--- src/common/vgapal_cfg.svh ---
`ifndef VGAPAL_CFG_SVH
`define VGAPAL_CFG_SVH
// Port addresses (low bits of legacy I/O space)
`define VGAPAL_PORT_WR      16'h03C0
`define VGAPAL_PORT_RD      16'h03C1
`define VGAPAL_PORT_STAT_M  16'h03BA
`define VGAPAL_PORT_STAT_C  16'h03DA
// Index register fields
`define VGAPAL_IDX_PAS      5
`define VGAPAL_IDX_MSB      4
// Palette entry fields
`define VGAPAL_CV_MSB       5
`define VGAPAL_NUM_ENTRIES  16
// Attribute register indices handled here
`define VGAPAL_IDX_MODE     5'h10
`define VGAPAL_IDX_CSEL     5'h14
`define VGAPAL_MODE_V54     7
// Reset values
`define VGAPAL_RST_BYTE     8'h00
`define VGAPAL_RST_IDX      6'h00
`define VGAPAL_RST_PAL      6'h00
// FIFO shape
`define VGAPAL_FIFO_DEPTH   16
`define VGAPAL_FIFO_AW      4
`endif

--- src/common/vgapal_pkg.sv ---
package vgapal_pkg;
    typedef enum logic [1:0] {
        VGAPAL_FF_INDEX = 2'h1,
        VGAPAL_FF_DATA  = 2'h2
    } vgapal_ff_t;
endpackage

--- src/hdl/vgapal_fifo.sv ---
`timescale 1ns/1ps
`include "vgapal_cfg.svh"
module vgapal_fifo #(
    parameter int WIDTH = 4,
    parameter int DEPTH = `VGAPAL_FIFO_DEPTH,
    parameter int AW    = `VGAPAL_FIFO_AW
) (
    // Clock and reset
    input  wire logic             clock_i,
    input  wire logic             sys_rst_i,
    // Fill side
    input  wire logic             in_valid_i,
    output logic                  in_ready_o,
    input  wire logic [WIDTH-1:0] in_data_i,
    // Drain side
    output logic                  out_valid_o,
    input  wire logic             out_ready_i,
    output logic      [WIDTH-1:0] out_data_o
);
    logic [WIDTH-1:0] mem [DEPTH];
    logic [AW-1:0]    wr_ptr;
    logic [AW-1:0]    rd_ptr;
    logic [AW:0]      count;
    wire              push = in_valid_i && in_ready_o;
    wire              pop  = out_valid_o && out_ready_i;

    // Full at DEPTH words held
    assign in_ready_o  = (count < (AW+1)'(DEPTH));
    assign out_valid_o = (count != '0);
    assign out_data_o  = mem[rd_ptr];

    always_ff @(posedge clock_i)
    begin
        if (push)
            mem[wr_ptr] <= in_data_i;
    end

    always_ff @(posedge clock_i)
    begin
        if (sys_rst_i)
        begin
            wr_ptr <= '0;
            rd_ptr <= '0;
            count  <= '0;
        end
        else
        begin
            if (push)
                wr_ptr <= wr_ptr + 1'b1;
            if (pop)
                rd_ptr <= rd_ptr + 1'b1;
            count <= count + (AW+1)'(push) - (AW+1)'(pop);
        end
    end
endmodule

--- src/hdl/vgapal_attr.sv ---
`timescale 1ns/1ps
`include "vgapal_cfg.svh"
module vgapal_attr (
    // Clock and reset
    input  wire logic        clock_i,
    input  wire logic        sys_rst_i,
    // Host I/O port cycles
    input  wire logic [15:0] io_addr_i,
    input  wire logic        io_wr_i,
    input  wire logic        io_rd_i,
    input  wire logic [7:0]  io_wdata_i,
    output logic      [7:0]  io_rdata_o,
    // Pixel stream in
    input  wire logic        pix_valid_i,
    output logic             pix_ready_o,
    input  wire logic [3:0]  pix_colour_i,
    input  wire logic        pix_active_i,
    input  wire logic        mode_256_i,
    input  wire logic [7:0]  overscan_colour_i,
    // Pixel stream out
    output logic             pix_valid_o,
    input  wire logic        pix_ready_i,
    output logic      [7:0]  pix_data_o,
    // Status
    output logic             display_vs_host_palette_select_o,
    output logic             toggle_data_o
);
    logic [5:0]                 attribute_index_select;
    vgapal_pkg::vgapal_ff_t     wr_toggle;
    logic [5:0]                 palette_entries_sixteen [`VGAPAL_NUM_ENTRIES];
    logic [7:0]                 attribute_mode_register;
    logic [7:0]                 colour_select_register;
    logic                       q_valid;
    logic [3:0]                 q_colour;
    logic                       q_active;
    logic                       q_m256;
    logic                       q_ready;

    function automatic logic is_port(input logic [15:0] a, input logic [15:0] p);
        return a == p;
    endfunction

    wire       wr_shared   = io_wr_i && is_port(io_addr_i, `VGAPAL_PORT_WR);
    wire       rd_data     = io_rd_i && is_port(io_addr_i, `VGAPAL_PORT_RD);
    wire       rd_status   = io_rd_i && (is_port(io_addr_i, `VGAPAL_PORT_STAT_M)
                                       || is_port(io_addr_i, `VGAPAL_PORT_STAT_C));
    wire       wr_index    = wr_shared && (wr_toggle == vgapal_pkg::VGAPAL_FF_INDEX);
    wire       wr_data     = wr_shared && (wr_toggle == vgapal_pkg::VGAPAL_FF_DATA);
    wire [4:0] attribute_register_pointer = attribute_index_select[`VGAPAL_IDX_MSB:0];
    wire       display_vs_host_palette_select = attribute_index_select[`VGAPAL_IDX_PAS];
    wire       ptr_is_pal  = attribute_register_pointer < 5'(`VGAPAL_NUM_ENTRIES);
    wire       pal_we      = wr_data && ptr_is_pal && !display_vs_host_palette_select;
    wire       mode_we     = wr_data && (attribute_register_pointer == `VGAPAL_IDX_MODE);
    wire       csel_we     = wr_data && (attribute_register_pointer == `VGAPAL_IDX_CSEL);
    wire [7:0] sel_rdata   = ptr_is_pal
                           ? {2'h0, palette_entries_sixteen[attribute_register_pointer[3:0]]}
                           : (attribute_register_pointer == `VGAPAL_IDX_MODE)
                           ? attribute_mode_register
                           : (attribute_register_pointer == `VGAPAL_IDX_CSEL)
                           ? colour_select_register : `VGAPAL_RST_BYTE;
    assign io_rdata_o = rd_data ? sel_rdata
                      : wr_toggle == vgapal_pkg::VGAPAL_FF_INDEX ? `VGAPAL_RST_BYTE
                      : {2'h0, attribute_index_select};
    assign display_vs_host_palette_select_o = display_vs_host_palette_select;
    assign toggle_data_o = (wr_toggle == vgapal_pkg::VGAPAL_FF_DATA);

    // data reads do not touch toggle
    always_ff @(posedge clock_i)
    begin
        if (sys_rst_i || rd_status)
            wr_toggle <= vgapal_pkg::VGAPAL_FF_INDEX;
        else if (wr_shared)
            wr_toggle <= (wr_toggle == vgapal_pkg::VGAPAL_FF_INDEX)
                       ? vgapal_pkg::VGAPAL_FF_DATA : vgapal_pkg::VGAPAL_FF_INDEX;
    end

    always_ff @(posedge clock_i)
    begin
        if (sys_rst_i)
            attribute_index_select <= `VGAPAL_RST_IDX;
        else if (wr_index)
            attribute_index_select <= io_wdata_i[5:0];
    end

    always_ff @(posedge clock_i)
    begin
        if (sys_rst_i)
        begin
            attribute_mode_register <= `VGAPAL_RST_BYTE;
            colour_select_register  <= `VGAPAL_RST_BYTE;
        end
        else
        begin
            if (mode_we)
                attribute_mode_register <= io_wdata_i;
            if (csel_we)
                colour_select_register <= io_wdata_i;
        end
    end

    genvar gi;
    generate
        for (gi = 0; gi < `VGAPAL_NUM_ENTRIES; gi++)
        begin : g_pal
            always_ff @(posedge clock_i)
            begin
                if (sys_rst_i)
                    palette_entries_sixteen[gi] <= `VGAPAL_RST_PAL;
                else if (pal_we && attribute_register_pointer[3:0] == 4'(gi))
                    palette_entries_sixteen[gi] <= io_wdata_i[`VGAPAL_CV_MSB:0];
            end
        end
    endgenerate

    vgapal_fifo #(
        .WIDTH (7)
    ) u_fifo (
        .clock_i     (clock_i),
        .sys_rst_i   (sys_rst_i),
        .in_valid_i  (pix_valid_i),
        .in_ready_o  (pix_ready_o),
        .in_data_i   ({mode_256_i, pix_active_i, pix_colour_i}),
        .out_valid_o (q_valid),
        .out_ready_i (q_ready),
        .out_data_o  ({q_m256, q_active, q_colour})
    );

    // Output stage register
    assign q_ready = !pix_valid_o || pix_ready_i;
    wire [5:0] six_bit_colour_value = palette_entries_sixteen[q_colour];
    wire       upper_pair_source_select = attribute_mode_register[`VGAPAL_MODE_V54];
    wire [1:0] out54 = upper_pair_source_select ? colour_select_register[1:0]
                                                : six_bit_colour_value[5:4];
    wire [7:0] pal_pix = q_m256 ? {4'h0, q_colour}
                       : {colour_select_register[3:2], out54, six_bit_colour_value[3:0]};
    wire [7:0] next_pix = (!display_vs_host_palette_select || !q_active)
                        ? overscan_colour_i : pal_pix;

    always_ff @(posedge clock_i)
    begin
        if (sys_rst_i)
        begin
            pix_valid_o <= 1'b0;
            pix_data_o  <= `VGAPAL_RST_BYTE;
        end
        else if (q_ready)
        begin
            pix_valid_o <= q_valid;
            if (q_valid)
                pix_data_o <= next_pix;
        end
    end

    property p_toggle_flip;
        @(posedge clock_i) disable iff (sys_rst_i)
        (wr_shared && !rd_status) |=> (toggle_data_o != $past(toggle_data_o));
    endproperty
    a_toggle_flip: assert property (p_toggle_flip) else $error("toggle did not flip");

    property p_status_reset;
        @(posedge clock_i) disable iff (sys_rst_i)
        rd_status |=> !toggle_data_o;
    endproperty
    a_status_reset: assert property (p_status_reset) else $error("status read kept toggle");

    property p_rd_keep;
        @(posedge clock_i) disable iff (sys_rst_i)
        (rd_data && !wr_shared && !rd_status) |=> $stable(toggle_data_o);
    endproperty
    a_rd_keep: assert property (p_rd_keep) else $error("data read moved toggle");

    property p_pal_lock;
        @(posedge clock_i) disable iff (sys_rst_i)
        display_vs_host_palette_select |=> $stable(palette_entries_sixteen[0]);
    endproperty
    a_pal_lock: assert property (p_pal_lock) else $error("palette changed while locked");

    property p_pal_write;
        @(posedge clock_i) disable iff (sys_rst_i)
        (pal_we && attribute_register_pointer == 5'h00)
            |=> palette_entries_sixteen[0] == $past(io_wdata_i[5:0]);
    endproperty
    a_pal_write: assert property (p_pal_write) else $error("palette write lost");

    property p_blank;
        @(posedge clock_i) disable iff (sys_rst_i)
        (q_ready && q_valid && !display_vs_host_palette_select)
            |=> pix_data_o == $past(overscan_colour_i);
    endproperty
    a_blank: assert property (p_blank) else $error("pixels shown while blanked");

    property p_upper;
        @(posedge clock_i) disable iff (sys_rst_i)
        (q_ready && q_valid && !q_m256 && display_vs_host_palette_select && q_active)
            |=> pix_data_o[7:6] == $past(colour_select_register[3:2]);
    endproperty
    a_upper: assert property (p_upper) else $error("bits 7-6 wrong");

    property p_v54;
        @(posedge clock_i) disable iff (sys_rst_i)
        (q_ready && q_valid && !q_m256 && display_vs_host_palette_select && q_active
            && upper_pair_source_select)
            |=> pix_data_o[5:4] == $past(colour_select_register[1:0]);
    endproperty
    a_v54: assert property (p_v54) else $error("bits 5-4 wrong");

    property p_index_wr;
        @(posedge clock_i) disable iff (sys_rst_i)
        wr_index |=> attribute_index_select == $past(io_wdata_i[5:0]);
    endproperty
    a_index_wr: assert property (p_index_wr) else $error("index not loaded");
endmodule

--- config.mk ---
export PLATFORM = sky130hd
export DESIGN_NAME = vgapal_attr
export DESIGN_NICKNAME = d
export VERILOG_FILES = /design/src/common/vgapal_pkg.sv /design/src/hdl/vgapal_fifo.sv /design/src/hdl/vgapal_attr.sv
export VERILOG_INCLUDE_DIRS = /design/src /design/src/common
export SDC_FILE = /design/constraint.sdc
export NUM_CORES = 1
export LEC_CHECK = 0
export ABC_AREA = 1
export BUFFER_PORTS_ARGS = -buffer_cell sky130_fd_sc_hd__clkbuf_2
export CAP_MARGIN = 20
export CORE_ASPECT_RATIO = 1.1
export CORE_UTILIZATION = 30
export DETAILED_ROUTE_END_ITERATION = 16
export MAX_ROUTING_LAYER = met4
export PLACE_DENSITY = 0.42
export SYNTH_ARGS = -nofsm -noshare
export SYNTH_HDL_FRONTEND = slang
export SYNTH_SLANG_ARGS = --single-unit
--- constraint.sdc ---
create_clock -name clock_i -period 2.6 [get_ports clock_i]
set_input_delay 0.13 -clock clock_i [delete_from_list [all_inputs] [get_ports clock_i]]
set_output_delay 0.13 -clock clock_i [all_outputs]
set_load 0.005 [all_outputs]
==> run_results.csv <==
group,metric,value,unit
setup_path,path_delay_family,"compound AO/OA/AOI/OAI gates",
cells_and_area,fill_cells,3874,
sta,fmax,394.6,MHz
floorplan,fp.dieH,209.9,um
synth,seq_area_frac_synth,58.11,%
flow_run,cap_violations,0,
sta,finalHoldViolations,0,
detailed_routing,vias,9654,
setup_path,critPathCaptureType,"primary output",
cells_and_area,post-route-util,37.24,%
floorplan,dieArea,40070,um2
setup_path,slowest_stage,"dfxtp_4",
cells_and_area,final_layout_size_suffix_gt1_share,15.40,%
clock_network,cts_buffer_depth,3,
placement,gp_congestion,0.9119,
cells_and_area,antenna_cells,0,
sta,setup_ws,0.06566,ns
clock_network,clkSlewWorstSetupHoldPaths,0.06,ns
sta,setup_viol,0,
synth,postSynthAreaPerCell,9.098,um2
setup_path,cp_data_required_time,2.47,ns
synth,synth-edff-count,192,
clock_network,cts-root-buf,"clkbuf_16",
setup_path,critPathLaunchType,"flip-flop",
placement,hpwl,26060,um
placement,io_buffers,63,
setup_path,path_buf_inv,3,
synth,synth_top_area_share,48.93,%
sta,rsz0062_at_grt,"yes",
synth,synth_top_area_cell,"edfxtp_1",
synth,synth.distinct_cells,40,
clock_network,cts_tree,"yes",
floorplan,start_util,30.70,%
synth,yosys_warnings,0,
floorplan,die_w,191.0,um
clock_network,cts_made_buffers,29,
placement,dp_slack,0.1037,ns
synth,synth_nets,1351,
detailed_routing,routed_wl,38860,um
setup_path,slowest_delay,0.37,ns
detailed_routing,drc,0,
synth,synth_ff_type,"edfxtp_1",
floorplan,core_area,38380,um2
power_and_ir_drop,p_seq_share,36.8,%
global_route,grt_max_degree,52,
global_route,grt_pass1_wl,57650,um
synth,synth.area.top_cells,"edfxtp_1 (49%), dfxtp_1 (9.2%), nor2_1 (7.4%)",
sta,worst_pin_slew,0.6962,ns
synth,synth_area,11780,um2
sta,fin_tns_setup,0,ns
sta,fin_crit_sh,97.47,%
power_and_ir_drop,p_switching,4.426,mW
power_and_ir_drop,powerDensity,876.1,nW/um2
power_and_ir_drop,power,12.52,mW
power_and_ir_drop,p_sw_share,35.34,%
synth,ys_ff_latch,246,
sta,relSlewSlack,53.42,%
detailed_routing,drt_iter0_markers,757,
power_and_ir_drop,pwr-share-comb,31.2,%
sta,slew_viol_final,0,
global_route,grt.total_usage,19.61,%
clock_network,clock_sinks,246,
outcome,status,"finished clean",
clock_network,htreeDepth,1,
clock_network,clk_latency,0.56,ns
detailed_routing,avgViaCountPerCell,4.989,
detailed_routing,wire_per_inst,20.08,um
synth,syn-instance-count,1295,
power_and_ir_drop,irDropWorstVdd,0.6096,mV
sta,post-route-min-period,2.534,ns
sta,finClkSkew,0.01197,ns
global_route,grt-ovfl-total,0,
setup_path,crit_fanout,20,
synth,async_flop_share,0,%
worst_hold_path,hp-class,"input port to flip-flop",
cells_and_area,layout.nets,1468,
setup_path,crit_chain,"buf_12, clkbuf_16, o21ai_0, o22ai_1, o21ai_2, a21oi_1, a221oi_2, o21ai_1, clkbuf_2",
global_route,grt_pass1_vias,9341,
floorplan,rows,75,
cells_and_area,areaGrowthSynthToFinish,21.30,%
detailed_routing,antenna_left,0,
floorplan,ioPinCount,64,
setup_path,crit_arrival,2.40,ns
setup_path,critPathKind,"flip-flop to primary output",
power_and_ir_drop,p_leak,5.482,nW
power_and_ir_drop,power.internal,8.096,mW
global_route,antenna_found_initial,0,
detailed_routing,dr.pass1.iters,5,
power_and_ir_drop,clock_power_share,32.0,%
==> registers in the layout, indices dropped and copies added, names as in the netlist, named ones only <==
register / flops
pix_valid_o: 1
u_fifo.mem: 96
palette_entries_sixteen: 96
u_fifo.rd_ptr: 4
pix_data_o: 8
u_fifo.count: 5
u_fifo.wr_ptr: 4
attribute_mode_register: 8
colour_select_register: 8
attribute_index_select: 6
wr_toggle: 2
==> synth_stat cells, drive strengths merged, types with 2 or more instances <==
library cell,instances
nand3b,5
edfxtp,192
clkinv,7
buf,34
a21oi,74
a221oi,2
nand2,177
nor4,3
nand3,158
nand4,9
ha,11
dfxtp,54
o22ai,9
o211ai,19
o221ai,11
a211oi,2
nor3,3
clkbuf,38
o21ai,155
nor2,234
inv,92
==> per-layer routing <==
layer	global-route usage, %	part of all wire (%)	vias to the layer above
met3	2.408	4.3	74
met5	-	0	-
met2	32.01	48	257
li1	-	-	4729
met1	24.88	44	4594
met4	6.979	3.4	0
==> placed cells by master (no fill, tap or decap), types with 2 or more instances in the layout <==
master and n:
o21ai_2 4, nand3b_1 5, nor2_4 2, o21ai_1 18
clkbuf_2 63, clkinv_1 10, nand4_1 9, o221ai_1 11
inv_4 2, nand3_1 151, a221oi_2 2, nand2_2 4
edfxtp_1 192, inv_2 5, dlygate4sd3_1 20, o211ai_1 19
nor3_1 2, dfxtp_2 2, nand3_2 7, dfxtp_1 51
clkbuf_8 4, clkbuf_1 5, nand2_1 173, o22ai_1 9
nor2_2 2, buf_4 65, clkbuf_16 33, clkinv_2 6
a21oi_2 3, nor2_1 230, ha_1 11, clkinv_4 2
o21ai_0 133, buf_12 7, inv_1 85, a211oi_1 2
a21oi_1 71
==> power groups by stage <==
stage,combinational (mW),sequential (mW),clock (mW)
after floorplan,2.57,4.64,0
after global placement,3.89,4.69,0
after detailed placement,3.89,4.69,0
after CTS,3.92,4.61,4.10
after global routing,4.33,4.63,4.23
final,3.91,4.61,4.01
==> path summary, 6_finish.rpt <==
path                                       start               end  slack (ns)  cells after the start
worst min register to register  u_fifo.rd_ptr[3]  u_fifo.rd_ptr[3]        0.47                      2
worst max-delay path                   flip-flop     io_rdata_o[3]        0.07                      9
worst min-delay path             pix_colour_i[0]  u_fifo.mem[9][0]        0.03                      1
worst max register to register         flip-flop     pix_data_o[1]        0.10                     14
==> layout make-up <==
| class | instances | area [um2] | share of cell area (%) |
|---|---|---|---|
| clock buffer | 39 | 824.5 | 5.769 |
| clock inverter | 15 | 121.4 | 0.8492 |
| inverter | 99 | 380.4 | 2.661 |
| multi-input combinational | 878 | 4269 | 29.87 |
| sequential | 246 | 6853 | 47.95 |
| tap | 500 | 625.6 | 4.377 |
| timing repair buffer | 158 | 1219 | 8.527 |
==> stage by stage <==
stage / cells / hold slack (ns) / instance area [um2]
CTS: 1931 / 0.01907 / 14150
detailed placement: 1857 / 0.3776 / 12990
global route: 1935 / 0.03653 / 14290
finish: 1935 / 0.02796 / 14290
global placement: 1857 / 0.3680 / 12990
floorplan: 1295 / 0.1991 / 11780
==> what timing repair did <==
| item | CTS | global route |
|---|---|---|
| setup buffers | 0 | 1 |
| cloned | 0 | 3 |
| gates resized for setup | 12 | 23 |
| setup endpoints to repair | 6 | 21 |
| pin swaps | 0 | 6 |
| hold endpoints to repair | 21 | 0 |
| hold buffers | 20 | 0 |
==> worst reg2reg max path: stages (launching register included) <==
cell and delay [ns]:
dfxtp_1 0.34, inv_2 0.08, buf_12 0.22, nor2_1 0.08
nor2_1 0.08, o21ai_0 0.09, o211ai_1 0.15, nand3_1 0.18
nand2_2 0.18, clkinvlp_4 0.28, nand3_1 0.17, nand3_1 0.14
nand3_1 0.11, nand3_1 0.18, a21oi_1 0.16
==> logic make-up (layout without fill, tap and decap cells) <==
family | Yosys count | count (layout) | share of synthesized area [%]
simple gates | 591 | 591 | 21.74
compound gates | 273 | 273 | 12.59
flops | 246 | 246 | 58.11
buf+inv | 171 | 311 | 6.074
fa+ha+maj | 12 | 12 | 1.338
xor+xnor | 2 | 2 | 0.1487
(Power assumes the default switching activity.)
